### config.mk
export PLATFORM = sky130hd
export DESIGN_NAME = ssat_serial_port
export DESIGN_NICKNAME = d
export VERILOG_FILES = /design/src/ssat_pkg.sv /design/src/ssat_serial_port.sv
export SDC_FILE = /design/constraint.sdc
export NUM_CORES = 1
export LEC_CHECK = 0
export BUFFER_PORTS_ARGS = -buffer_cell sky130_fd_sc_hd__buf_2
export CORE_MARGIN = 2
export CORE_UTILIZATION = 35
export DETAILED_ROUTE_END_ITERATION = 10
export SLEW_MARGIN = 20
export SYNTH_ARGS = -nofsm -noshare
export SYNTH_HDL_FRONTEND = slang
export SYNTH_SLANG_ARGS = --single-unit
export TNS_END_PERCENT = 50
### constraint.sdc
create_clock -name clock -period 8.4 [get_ports clock]
set_input_delay 1.26 -clock clock [delete_from_list [all_inputs] [get_ports clock]]
set_output_delay 1.26 -clock clock [all_outputs]
set_load 0.02 [all_outputs]
### src/ssat_pkg.sv
// constants, register map and carrier types for the synchronous serial port
// How it works
// - internal clock period is (reload+1)*2 cycles
// - shift and secondary buffers hidden from software
// - buffer loads shifter; receive copies back
// - wakeup enable forces block mode off
// - bit 6 receive select, bit 3 MSB-first
// - clearing run aborts; software clears enable too
// - single and block transmit end at last rise
// - block receive ends after final RAM store
// - bit 4 selects single or block mode
// - clearing block bit pauses after current byte
// - external clock falling edge while stopped sets overrun
// - block overrun windows around first fetch, last store
// - interrupt when enable and a flag set
// - slave mode uses chip select; change stopped
// - residual count: 000 is eight, else 1-7
// - full duplex block only in block mode
// - byte gap of 0,1,2,4..64 clock periods, internal clock only
// - block bits are (X+1)*8 plus residual
// - block bytes move between RAM and buffer
package ssat_pkg;
	localparam int ADDR_W = 17;
	localparam logic [14:0] IDX_BAUD  = 15'h7F35;
	localparam logic [14:0] IDX_BYTE_GAP_SELECT = 15'h7F37;
	localparam logic [14:0] IDX_CTRL  = 15'h7F80;
	localparam logic [14:0] IDX_BUF   = 15'h7F82;
	localparam logic [ADDR_W-1:0] ADDR_BAUD  = {IDX_BAUD, 2'h0};
	localparam logic [ADDR_W-1:0] ADDR_BYTE_GAP_SELECT = {IDX_BYTE_GAP_SELECT, 2'h0};
	localparam logic [ADDR_W-1:0] ADDR_CTRL  = {IDX_CTRL, 2'h0};
	localparam logic [ADDR_W-1:0] ADDR_BUF   = {IDX_BUF, 2'h0};
	localparam logic [7:0] RST_BAUD  = 8'h00;
	localparam logic [7:0] RST_BYTE_GAP_SELECT = 8'h00;
	localparam logic [7:0] RST_CTRL  = 8'h00;
	localparam logic [7:0] RST_BUF   = 8'h00;
	localparam logic [7:0] EXT_CLK_RELOAD = 8'h00;
	localparam logic [3:0] FULL_BYTE = 4'h8;
	// inserted serial clock periods per gap code
	localparam logic [7:0][6:0] GAP_PERIODS = {7'h40, 7'h20, 7'h10, 7'h08,
		7'h04, 7'h02, 7'h01, 7'h00};

	typedef struct packed {
		logic wakeupEnable;
		logic receiveSelect;
		logic runFlag;
		logic blockMode;
		logic msbFirst;
		logic clockCollisionFlag;
		logic transferDoneFlag;
		logic irqEnable;
	} ssat_ctrl_s;

	typedef struct packed {
		logic       selectSlaveMode;
		logic [2:0] residualBitCount;
		logic       fullDuplexBlock;
		logic [2:0] byteGapSelect;
	} ssat_byte_gap_select_s;

	typedef struct packed {
		logic       req;
		logic       wr;
		logic [7:0] wdata;
	} ssat_ram_s;

	typedef enum logic [2:0] {
		ST_IDLE  = 3'h0,
		ST_START = 3'h1,
		ST_FETCH = 3'h2,
		ST_SHIFT = 3'h3,
		ST_STORE = 3'h4,
		ST_GAP   = 3'h5,
		ST_PAUSE = 3'h6
	} ssat_state_e;
endpackage

### src/ssat_serial_port.sv
// serial port: register slave, clock generator, shifter and block sequencer
//
// Local design decision: the Avalon-MM interface to the registers.
module ssat_serial_port (
	input  wire logic                      clock,
	input  wire logic                      arst_n,
	input  wire logic [ssat_pkg::ADDR_W-1:0] avs_address,
	input  wire logic                      avs_read,
	input  wire logic                      avs_write,
	input  wire logic [31:0]               avs_writedata,
	input  wire logic [3:0]                avs_byteenable,
	output logic      [31:0]               avs_readdata,
	output logic                           avs_waitrequest,
	output ssat_pkg::ssat_ram_s            ramReq,
	input  wire logic                      ramAck,
	input  wire logic [7:0]                ramRdata,
	input  wire logic [11:0]               xferCount,
	input  wire logic                      sclkIn,
	output logic                           sclkOut,
	output logic                           sclkOe,
	input  wire logic                      serDataIn,
	output logic                           serDataOut,
	output logic                           serDataOe,
	input  wire logic                      chipSelectIn_n,
	output logic                           irq
);
	import ssat_pkg::*;

	ssat_ctrl_s  ctrl_q, ctrl_d;
	ssat_byte_gap_select_s byte_gap_select_q, byte_gap_select_d;
	ssat_state_e st_q, st_d;
	logic [7:0]  baud_q, baud_d;
	logic [7:0]  buf_q, buf_d;
	logic [7:0]  secBuf_q, secBuf_d;
	logic [7:0]  shift_q, shift_d;
	logic [3:0]  bitCnt_q, bitCnt_d;
	logic [15:0] remain_q, remain_d;
	logic [7:0]  divCnt_q, divCnt_d;
	logic        sclkInt_q, sclkInt_d;
	logic [16:0] gapCnt_q, gapCnt_d;
	logic        dout_q, dout_d;
	logic        dataOe_q, dataOe_d;
	logic        firstByte_q, firstByte_d;
	logic        blockRun_q, blockRun_d;
	logic        resp_q, resp_d;
	logic [31:0] rdata_q, rdata_d;
	logic [2:0]  sclkSync_q;
	logic [1:0]  dinSync_q;
	logic [1:0]  csSync_q;

	logic        extClk, csOk, extFall, extRise, divHit, intEdge;
	logic        clkFall, clkRise, ovrEvt, ovrWin, fetchNeeded, finish, regWr;
	logic [7:0]  shiftIn;
	logic [3:0]  snLen;
	logic [9:0]  period;
	logic [16:0] gapCycles;
	logic [15:0] blockBits;
	ssat_state_e nextWork, contSt;

	// pin synchronisers
	always_ff @(posedge clock or negedge arst_n) begin
		if (!arst_n) begin
			sclkSync_q <= 3'h7;
			dinSync_q  <= 2'h0;
			csSync_q   <= 2'h3;
		end else begin
			sclkSync_q <= {sclkSync_q[1:0], sclkIn};
			dinSync_q  <= {dinSync_q[0], serDataIn};
			csSync_q   <= {csSync_q[0], chipSelectIn_n};
		end
	end

	assign extClk  = (baud_q == EXT_CLK_RELOAD);
	assign csOk    = !byte_gap_select_q.selectSlaveMode || !csSync_q[1];
	assign extFall = sclkSync_q[2] && !sclkSync_q[1] && csOk;
	assign extRise = !sclkSync_q[2] && sclkSync_q[1] && csOk;
	assign divHit  = (divCnt_q == baud_q);
	assign intEdge = (st_q == ST_SHIFT) && !extClk && divHit;
	assign clkFall = extClk ? extFall : (intEdge && sclkInt_q);
	assign clkRise = extClk ? extRise : (intEdge && !sclkInt_q);
	assign shiftIn = ctrl_q.msbFirst ? {shift_q[6:0], dinSync_q[1]}
		: {dinSync_q[1], shift_q[7:1]};
	assign snLen   = (byte_gap_select_q.residualBitCount == 3'h0) ? FULL_BYTE
		: {1'b0, byte_gap_select_q.residualBitCount};
	assign blockBits = {({1'b0, xferCount} + 13'h0001), 3'h0}
		+ {12'h000, snLen};
	assign period    = {({1'b0, baud_q} + 9'h001), 1'b0};
	assign gapCycles = {10'h000, GAP_PERIODS[byte_gap_select_q.byteGapSelect]}
		* {7'h00, period};
	assign fetchNeeded = !ctrl_q.receiveSelect || byte_gap_select_q.fullDuplexBlock;
	assign nextWork    = fetchNeeded ? ST_FETCH : ST_SHIFT;
	assign contSt = !ctrl_q.blockMode ? ST_PAUSE
		: (gapCycles != 17'h00000 && !extClk) ? ST_GAP : nextWork;
	assign ovrWin = !ctrl_q.runFlag || (st_q == ST_START)
		|| (blockRun_q && st_q == ST_FETCH && firstByte_q)
		|| (blockRun_q && st_q == ST_STORE && remain_q == 16'h0000);
	assign ovrEvt = extClk && extFall && ovrWin;
	assign regWr  = avs_write && resp_q && avs_byteenable[0];

	// register slave answers one cycle after the request appears
	assign avs_waitrequest = (avs_read || avs_write) && !resp_q;
	assign avs_readdata    = rdata_q;
	assign resp_d          = (avs_read || avs_write) && !resp_q;

	always_comb begin
		rdata_d = rdata_q;
		if (avs_read && !resp_q) begin
			case (avs_address)
				ADDR_BAUD:  rdata_d = {24'h000000, baud_q};
				ADDR_BYTE_GAP_SELECT: rdata_d = {24'h000000, byte_gap_select_q};
				ADDR_CTRL:  rdata_d = {24'h000000, ctrl_q};
				ADDR_BUF:   rdata_d = {24'h000000, buf_q};
				default:    rdata_d = 32'h00000000;
			endcase
		end
	end

	always_comb begin
		ramReq.req   = (st_q == ST_FETCH) || (st_q == ST_STORE);
		ramReq.wr    = (st_q == ST_STORE);
		ramReq.wdata = byte_gap_select_q.fullDuplexBlock ? secBuf_q : buf_q;
	end

	assign sclkOut    = sclkInt_q;
	assign sclkOe     = !extClk && !byte_gap_select_q.selectSlaveMode;
	assign serDataOut = dout_q;
	assign serDataOe  = dataOe_q;
	assign irq        = ctrl_q.irqEnable
		&& (ctrl_q.transferDoneFlag || ctrl_q.clockCollisionFlag);

	always_comb begin
		ctrl_d      = ctrl_q;
		byte_gap_select_d     = byte_gap_select_q;
		baud_d      = baud_q;
		buf_d       = buf_q;
		secBuf_d    = secBuf_q;
		shift_d     = shift_q;
		st_d        = st_q;
		bitCnt_d    = bitCnt_q;
		remain_d    = remain_q;
		gapCnt_d    = gapCnt_q;
		dout_d      = dout_q;
		dataOe_d    = ctrl_q.runFlag && csOk;
		firstByte_d = firstByte_q;
		blockRun_d  = blockRun_q;
		divCnt_d    = 8'h00;
		sclkInt_d   = 1'b1;
		finish      = 1'b0;
		if (regWr) begin
			case (avs_address)
				ADDR_BAUD:  baud_d = avs_writedata[7:0];
				ADDR_BYTE_GAP_SELECT: byte_gap_select_d = ssat_byte_gap_select_s'(avs_writedata[7:0]);
				ADDR_BUF:   buf_d = avs_writedata[7:0];
				ADDR_CTRL: begin
					ctrl_d = ssat_ctrl_s'(avs_writedata[7:0]);
					if (ctrl_d.wakeupEnable) begin
						ctrl_d.blockMode = 1'b0;
					end
				end
				default: ;
			endcase
		end
		if (st_q == ST_SHIFT) begin
			divCnt_d  = divHit ? 8'h00 : divCnt_q + 8'h01;
			sclkInt_d = divHit ? !sclkInt_q : sclkInt_q;
		end
		case (st_q)
			ST_IDLE: begin
				if (ctrl_q.runFlag) begin
					st_d = ST_START;
				end
			end
			ST_START: begin
				firstByte_d = 1'b1;
				blockRun_d  = ctrl_q.blockMode;
				remain_d    = blockBits;
				if (!ctrl_q.blockMode) begin
					shift_d = buf_q;
					st_d    = ST_SHIFT;
				end else begin
					st_d = nextWork;
				end
			end
			ST_FETCH: begin
				if (ramAck) begin
					buf_d       = ramRdata;
					shift_d     = ramRdata;
					firstByte_d = 1'b0;
					st_d        = ST_SHIFT;
				end
			end
			ST_SHIFT: begin
				if (clkFall) begin
					dout_d = ctrl_q.msbFirst ? shift_q[7] : shift_q[0];
				end
				if (clkRise) begin
					shift_d  = shiftIn;
					bitCnt_d = bitCnt_q - 4'h1;
					if (blockRun_q) begin
						remain_d = remain_q - 16'h0001;
					end
					if (bitCnt_q == 4'h1) begin
						if (!blockRun_q) begin
							if (ctrl_q.receiveSelect) begin
								buf_d = shiftIn;
							end
							finish = 1'b1;
						end else if (byte_gap_select_q.fullDuplexBlock) begin
							secBuf_d = shiftIn;
							st_d     = ST_STORE;
						end else if (ctrl_q.receiveSelect) begin
							buf_d = shiftIn;
							st_d  = ST_STORE;
						end else if (remain_q == 16'h0001) begin
							finish = 1'b1;
						end else begin
							st_d = contSt;
						end
					end
				end
			end
			ST_STORE: begin
				if (ramAck) begin
					if (remain_q == 16'h0000) begin
						finish = 1'b1;
					end else begin
						st_d = contSt;
					end
				end
			end
			ST_GAP: begin
				if (gapCnt_q <= 17'h00001) begin
					st_d = nextWork;
				end else begin
					gapCnt_d = gapCnt_q - 17'h00001;
				end
			end
			ST_PAUSE: begin
				if (ctrl_q.blockMode) begin
					st_d = nextWork;
				end
			end
			default: st_d = ST_IDLE;
		endcase
		if (!ctrl_q.runFlag) begin
			st_d = ST_IDLE;
		end
		if (st_d == ST_SHIFT && st_q != ST_SHIFT) begin
			bitCnt_d = !blockRun_d ? snLen
				: (remain_d > 16'h0008) ? FULL_BYTE : remain_d[3:0];
		end
		if (st_d == ST_GAP && st_q != ST_GAP) begin
			gapCnt_d = gapCycles;
		end
		if (finish) begin
			ctrl_d.runFlag          = 1'b0;
			ctrl_d.transferDoneFlag = 1'b1;
			st_d                    = ST_IDLE;
		end
		if (ovrEvt) begin
			ctrl_d.clockCollisionFlag = 1'b1;
		end
	end

	always_ff @(posedge clock or negedge arst_n) begin
		if (!arst_n) begin
			ctrl_q      <= ssat_ctrl_s'(RST_CTRL);
			byte_gap_select_q     <= ssat_byte_gap_select_s'(RST_BYTE_GAP_SELECT);
			baud_q      <= RST_BAUD;
			buf_q       <= RST_BUF;
			secBuf_q    <= 8'h00;
			shift_q     <= 8'h00;
			st_q        <= ST_IDLE;
			bitCnt_q    <= 4'h0;
			remain_q    <= 16'h0000;
			divCnt_q    <= 8'h00;
			sclkInt_q   <= 1'b1;
			gapCnt_q    <= 17'h00000;
			dout_q      <= 1'b0;
			dataOe_q    <= 1'b0;
			firstByte_q <= 1'b0;
			blockRun_q  <= 1'b0;
			resp_q      <= 1'b0;
			rdata_q     <= 32'h00000000;
		end else begin
			ctrl_q      <= ctrl_d;
			byte_gap_select_q     <= byte_gap_select_d;
			baud_q      <= baud_d;
			buf_q       <= buf_d;
			secBuf_q    <= secBuf_d;
			shift_q     <= shift_d;
			st_q        <= st_d;
			bitCnt_q    <= bitCnt_d;
			remain_q    <= remain_d;
			divCnt_q    <= divCnt_d;
			sclkInt_q   <= sclkInt_d;
			gapCnt_q    <= gapCnt_d;
			dout_q      <= dout_d;
			dataOe_q    <= dataOe_d;
			firstByte_q <= firstByte_d;
			blockRun_q  <= blockRun_d;
			resp_q      <= resp_d;
			rdata_q     <= rdata_d;
		end
	end

	// half-period watch for the internal clock
	logic [7:0] halfCnt_q;
	always_ff @(posedge clock or negedge arst_n) begin
		if (!arst_n) begin
			halfCnt_q <= 8'h00;
		end else begin
			halfCnt_q <= (sclkInt_d != sclkInt_q) ? 8'h00 : halfCnt_q + 8'h01;
		end
	end
endmodule

Word-level counts from Yosys, hierarchy flattened:

Memories as Yosys holds them, arrays and structs flattened.
Index checks and enable logic that the tools add are counted.

* flip-flop bits (word level): 141
* memory bits (read-only): 56
* bits of input ports: 81
* output and inout bits: 48
* memories: 1

* add/subtract/negate cells: 7
* multipliers: 1
* order comparisons: 3
* equal/unequal tests: 22
* multiplexer cells: 72
* reduce and logical (&&, ||, !) cells: 66

Memory list
* (name not given): depth 8, bits a word 7, rd ports 1, clocked after memory_dff 0, wr ports 0, RTL line ssat_serial_port.sv:88 `assign gapCycles = {10'h000, GAP_PERIODS[byte_gap_select_q.byteGapSelect]}`

Operator list (number)
* $mux 8: 15
* $eq 17x17->1 const B: 4
* $mux 17: 3
* $mux 3: 15
* $mux 16: 2
* $pmux 16 s2: 1
* $pmux 8 s4: 1
* $logic_and 1x1->1: 24
* $mux 4: 6
* $pmux 8 s3: 1
* $mux 1: 21
* $pmux 3 s7: 1
* $reduce_and 2->1: 9
* $le 17x1->1 const B: 1
* $reduce_bool 17->1: 1
* $sub 17x1->17 const B: 1
* $add 16x4->16: 1
* $eq 16x1->1 const B: 1
* $gt 16x4->1 const B: 1
* $logic_not 16->1: 1
* $mul 7x9->16: 1
* $pmux 8 s2: 1
* $reduce_bool 2->1: 8
* $sub 16x1->16 const B: 1
* 24 further kinds: 50

Logic depth before layout (Yosys ltp):

* depth in word-level cells: 19
* mapped depth: 25

Worst setup path before layout:

No wires, ideal clock.

* kind: register to register
* start point: register baud_q[0]
* end point: register bitCnt_q[3]
* arrival: 6.054 ns
* required time: 8.275 ns
* path slack: 2.221 ns
* stages on the path, launching flop included: 24
* path through: dfrtp_1 > clkbuf_1 > and3_1 > nand3_1 > nor2_1 > xor2_1 > nand2_1 > fa_1 > fa_1 > fa_1 > inv_1 > fa_1 > ha_1 > clkbuf_1 > a211oi_1 > o21ai_0 > o211ai_1 > xor2_1 > nand4_1 > o31ai_2 > or2_1 > a221oi_1 > a211oi_2 > mux2_4

* longest elaborated chain between the ends: 18
* elaborated cells between the ends (all ways): 34

RTL lines
* from (decl): RTL line ssat_serial_port.sv:32 `logic [7:0] baud_q, baud_d;`
* from (signal assigned): RTL line ssat_serial_port.sv:288 `baud_q <= baud_d;`
* $add 8x1->9: RTL line ssat_serial_port.sv:87 `assign period = {({1'b0, baud_q} + 9'h001), 1'b0};`
* $mul 7x9->16: RTL line ssat_serial_port.sv:89 `* {7'h00, period};`
* $reduce_bool 17->1: RTL line ssat_serial_port.sv:93 `: (gapCycles != 17'h00000 && !extClk) ? ST_GAP : nextWork;`
* $logic_and 1x1->1: RTL line ssat_serial_port.sv:93
* $mux 3: RTL line ssat_serial_port.sv:93
* $mux 3: RTL line ssat_serial_port.sv:92 `assign contSt = !ctrl_q.blockMode ? ST_PAUSE`
* $mux 3: RTL line ssat_serial_port.sv:214 `end else if (remain_q == 16'h0001) begin`
* $mux 3: RTL line ssat_serial_port.sv:211 `end else if (ctrl_q.receiveSelect) begin`
* [... 2 more ...]
* $mux 3: RTL line ssat_serial_port.sv:202 `if (bitCnt_q == 4'h1) begin`
* $mux 3: RTL line ssat_serial_port.sv:196 `if (clkRise) begin`
* $pmux 3 s7: RTL line ssat_serial_port.sv:167 `case (st_q)`
* $mux 3: RTL line ssat_serial_port.sv:245 `if (!ctrl_q.runFlag) begin`
* $eq 3x2->1: RTL line ssat_serial_port.sv:248 `if (st_d == ST_SHIFT && st_q != ST_SHIFT) begin`
* $logic_and 1x1->1: RTL line ssat_serial_port.sv:248
* $reduce_bool 2->1 (no source line)
* $reduce_and 2->1 (no source line)
* to (signal assigned): RTL line ssat_serial_port.sv:293 `bitCnt_q <= bitCnt_d;`
* to (decl): RTL line ssat_serial_port.sv:36 `logic [3:0] bitCnt_q, bitCnt_d;`

Several ways; a longest one is shown, not always the timed one.
A chain may end at the register's enable or synchronous reset.

Worst setup path in the final report:

Same ends and word-level chain as after synthesis.

==> run_results.csv <==
group,metric,value,unit
run_status,outcome,"completed",
synthesis,ys_ff_latch,117,
placement,dpl.hpwl,19500,µm
drt,drc_errors,0,
placement,pre_cts_ws,1.15,ns
global_route,grt_pass1_wl,42600,µm
global_route,track_usage,17.9,%
critical_path,timing.rr.end,"bitCnt_q[3]",
synthesis,synthCells,1116,
die,core-area,27900,µm²
die,start_util,35.6,%
synthesis,synth_compound_area_share,17.2,%
min_path,whs_path_depth,0,
synthesis,yosysSeqAreaShare,29.6,%
drt,drt_wl_total,25900,µm
power,ir_worst_vdd,0.127,mV
timing,fmax,134,MHz
critical_path,crit_arrival,7.76,ns
min_path,worstHoldStart,"dinSync_q[0]",
timing,setup_violations,0,
drt,vias,8516,
synthesis,synth_edf_count,0,
synthesis,synth.distinct_cells,88,
finish,antenna_cells,0,
timing,fin_setup_tns,0,ns
synthesis,syn_area,9910,µm²
drt,wl_per_cell,16.6,µm
placement,placed_area,10500,µm²
critical_path,crit_path_end_kind,"flop",
synthesis,synthArstFlopShare,100,%
global_route,overflow,0,
clock_tree,path_clk_slew,0.06,ns
synthesis,synth_top_family_by_area,"simple AND/OR/NAND/NOR gates",
job,cap_violations,0,
critical_path,crit_fanout,12,
timing,finClkSkew,0.0104,ns
placement,io_buffers,77,
die,die_x,172,µm
drt,vias_per_cell,5.47,
clock_tree,cts-root-buf,"clkbuf_16",
synthesis,yosysWarnings,0,
global_route,grt_antenna_before_repair,0,
synthesis,synthFlopType,"dfrtp_1",
timing,rsz0062_at_grt,"no",
timing,period_minus_slack,7.46,ns
global_route,grt_start_max_net_pins,71,
power,leakagePower,4.80,nW
timing,relSlewSlack,31.1,%
power,power_density,125,nW/µm²
synthesis,yosys.area_share.adder,12.7,%
clock_tree,cts_tree,"done",
die,rows,61,
finish,stdcell_area,11100,µm²
finish,layout.nets,1329,
drt,drtAntennaViolNets,0,
die,ios,129,
finish,drive_gt1_share,16.1,%
finish,syn2layout_area_growth,12.1,%
critical_path,r2r-start,"baud_q[0]",
die,die_h,172,µm
finish,fillers,2826,
placement,gp_congestion,0.852,
timing,hold_violations,0,
timing,worst_slack,0.939,ns
clock_tree,cts_setup_buffers,0,
finish,final_cell_mix,"nand2_1 (121), dfrtp_1 (111), nor2_1 (93)",
critical_path,reg2reg_depth,20,
min_path,min_to,"dinSync_q[1]",
critical_path,crit_required,8.70,ns
clock_tree,cts_resized,0,
drt,drt-initial-drc-count,671,
clock_tree,cts_buffer_depth,2,
clock_tree,cts_sinks,117,
finish,multi_input_area,6410,µm²
timing,fin_crit_sh,88.8,%
synthesis,syn_area_per_cell,8.88,µm²
clock_tree,cts_max_level,4,
finish,final_common_cell,"nand2_1",
critical_path,start_kind,"flop",
synthesis,synth_simple_gate_area_share,21.4,%
timing,report.final.slew_viol_count,0,
global_route,grt_pass1_vias,8142,
clock_tree,cts_hold_buf,0,
clock_tree,numCtsBuffers,17,
finish,register_area,2940,µm²
critical_path,worstSetupPathType,"reg2reg",
synthesis,synthXorXnorAreaFrac,5.57,%
timing,worstMarginPinSlew,1.03,ns
min_path,hold_class,"reg2reg",
drt,drtPass1Iterations,6,
critical_path,regToRegSetupSlack,0.94,ns
die,dieArea,29700,µm²
clock_tree,insertion_delay,0.42,ns
synthesis,yosys-mux-area-fraction,6.78,%
-- layer usage --
| layer | routed length, µm | global-route usage, % | vias up |
|---|---|---|---|
| met5 | 0 | 0 | - |
| met4 | 327 | 3.76 | 0 |
| met3 | 1080 | 3.00 | 33 |
| met2 | 12400 | 28.9 | 214 |
| met1 | 12000 | 25.4 | 4206 |
| li1 | - | - | 4063 |
-- cell type report --
| type | instances | area share (%) |
|---|---|---|
| clock buffers | 19 | 4.08 |
| well taps | 378 | 4.26 |
| flip-flops and latches | 117 | 26.4 |
| inverters | 61 | 2.06 |
| multi-input cells | 883 | 57.7 |
| clock inverters | 12 | 1.28 |
| repair buffers | 88 | 4.23 |
-- synth_stat cells, types with 22 or more instances --
master	count	area share, %
nor2_1	93	3.5
ha_1	46	5.8
mux2_2	29	3.3
dfrtp_1	111	28
a21oi_1	57	2.9
buf_4	27	2.0
xnor2_1	37	3.3
inv_1	61	2.3
nand2_1	121	4.6
fa_1	34	6.9
o21ai_0	49	2.5
clkbuf_1	32	1.2
xor2_1	26	2.3
a22oi_1	22	1.7
nand3_1	29	1.5
mux2i_1	33	3.3
-- critical path, stage by stage, from the launching register on --
cell,delay (ns)
dfrtp_1,0.63
ha_1,0.26
nand3_1,0.12
xnor2_1,0.56
nand2_1,0.17
fa_1,0.59
fa_1,0.45
fa_1,0.56
inv_1,0.06
fa_1,0.50
ha_1,0.42
and3_1,0.22
a221oi_2,0.32
xor2_1,0.25
nor4b_1,0.40
nand4_1,0.16
o31ai_2,0.56
or2_1,0.20
a221oi_1,0.08
a211oi_2,0.50
mux2_4,0.34
-- stage by stage --
step | hold slack [ns] | util [%] | power, mW | cells
4_1_cts | 0.349 | 39.9 | 1.40 | 1558
6_report | 0.348 | 39.9 | 1.39 | 1558
5_1_grt | 0.359 | 39.9 | 1.44 | 1558
2_1_floorplan | 0.331 | - | 0.632 | 1139
3_5_place_dp | 0.335 | 37.8 | 0.661 | 1527
3_3_place_gp | 0.332 | 37.8 | 0.661 | 1527
-- worst max path at each step --
stage	depth (start not counted)	from	endpoint	slack, ns
detailed placement	20	baud_q[0]	bitCnt_q[3]	1.15
floorplan	23	baud_q[0]	bitCnt_q[3]	2.22
CTS	20	baud_q[0]	bitCnt_q[3]	0.99
finish	20	baud_q[0]	bitCnt_q[3]	0.94
global route	20	baud_q[0]	bitCnt_q[3]	0.58
global placement	20	baud_q[0]	bitCnt_q[3]	1.19
-- logic make-up (layout without fill, tap and decap cells) --
group,after synthesis,count (layout)
and+or+nand+nor,404,404
AOI/OAI and AO/OA,249,249
buffers and inverters,139,180
DFF,117,117
adders and majority gates,80,80
xor gates and xnor gates,63,63
muxes,63,63
other,1,24
-- sequential cells by signal, summed over array words and instances (netlist names) --
signal and count:
avs_readdata 8, baud_q 8, bitCnt_q 4, blockRun_q 1, buf_q 8, byte_gap_select_q 8, csSync_q 2, ctrl_q 8
dinSync_q 2, divCnt_q 8, firstByte_q 1, gapCnt_q 17, remain_q 16, resp_q 1, sclkOut 1, sclkSync_q 3
secBuf_q 8, serDataOe 1, serDataOut 1, shift_q 8, st_q 3
-- where the power goes --
group	internal [mW]	switching (mW)	leakage (nW)	total [mW]
combinational	0.0239	0.0549	3.09	0.0787
clock	0.456	0.283	0.280	0.738
sequential	0.569	0.00287	1.44	0.572
(Power assumes the default switching activity.)
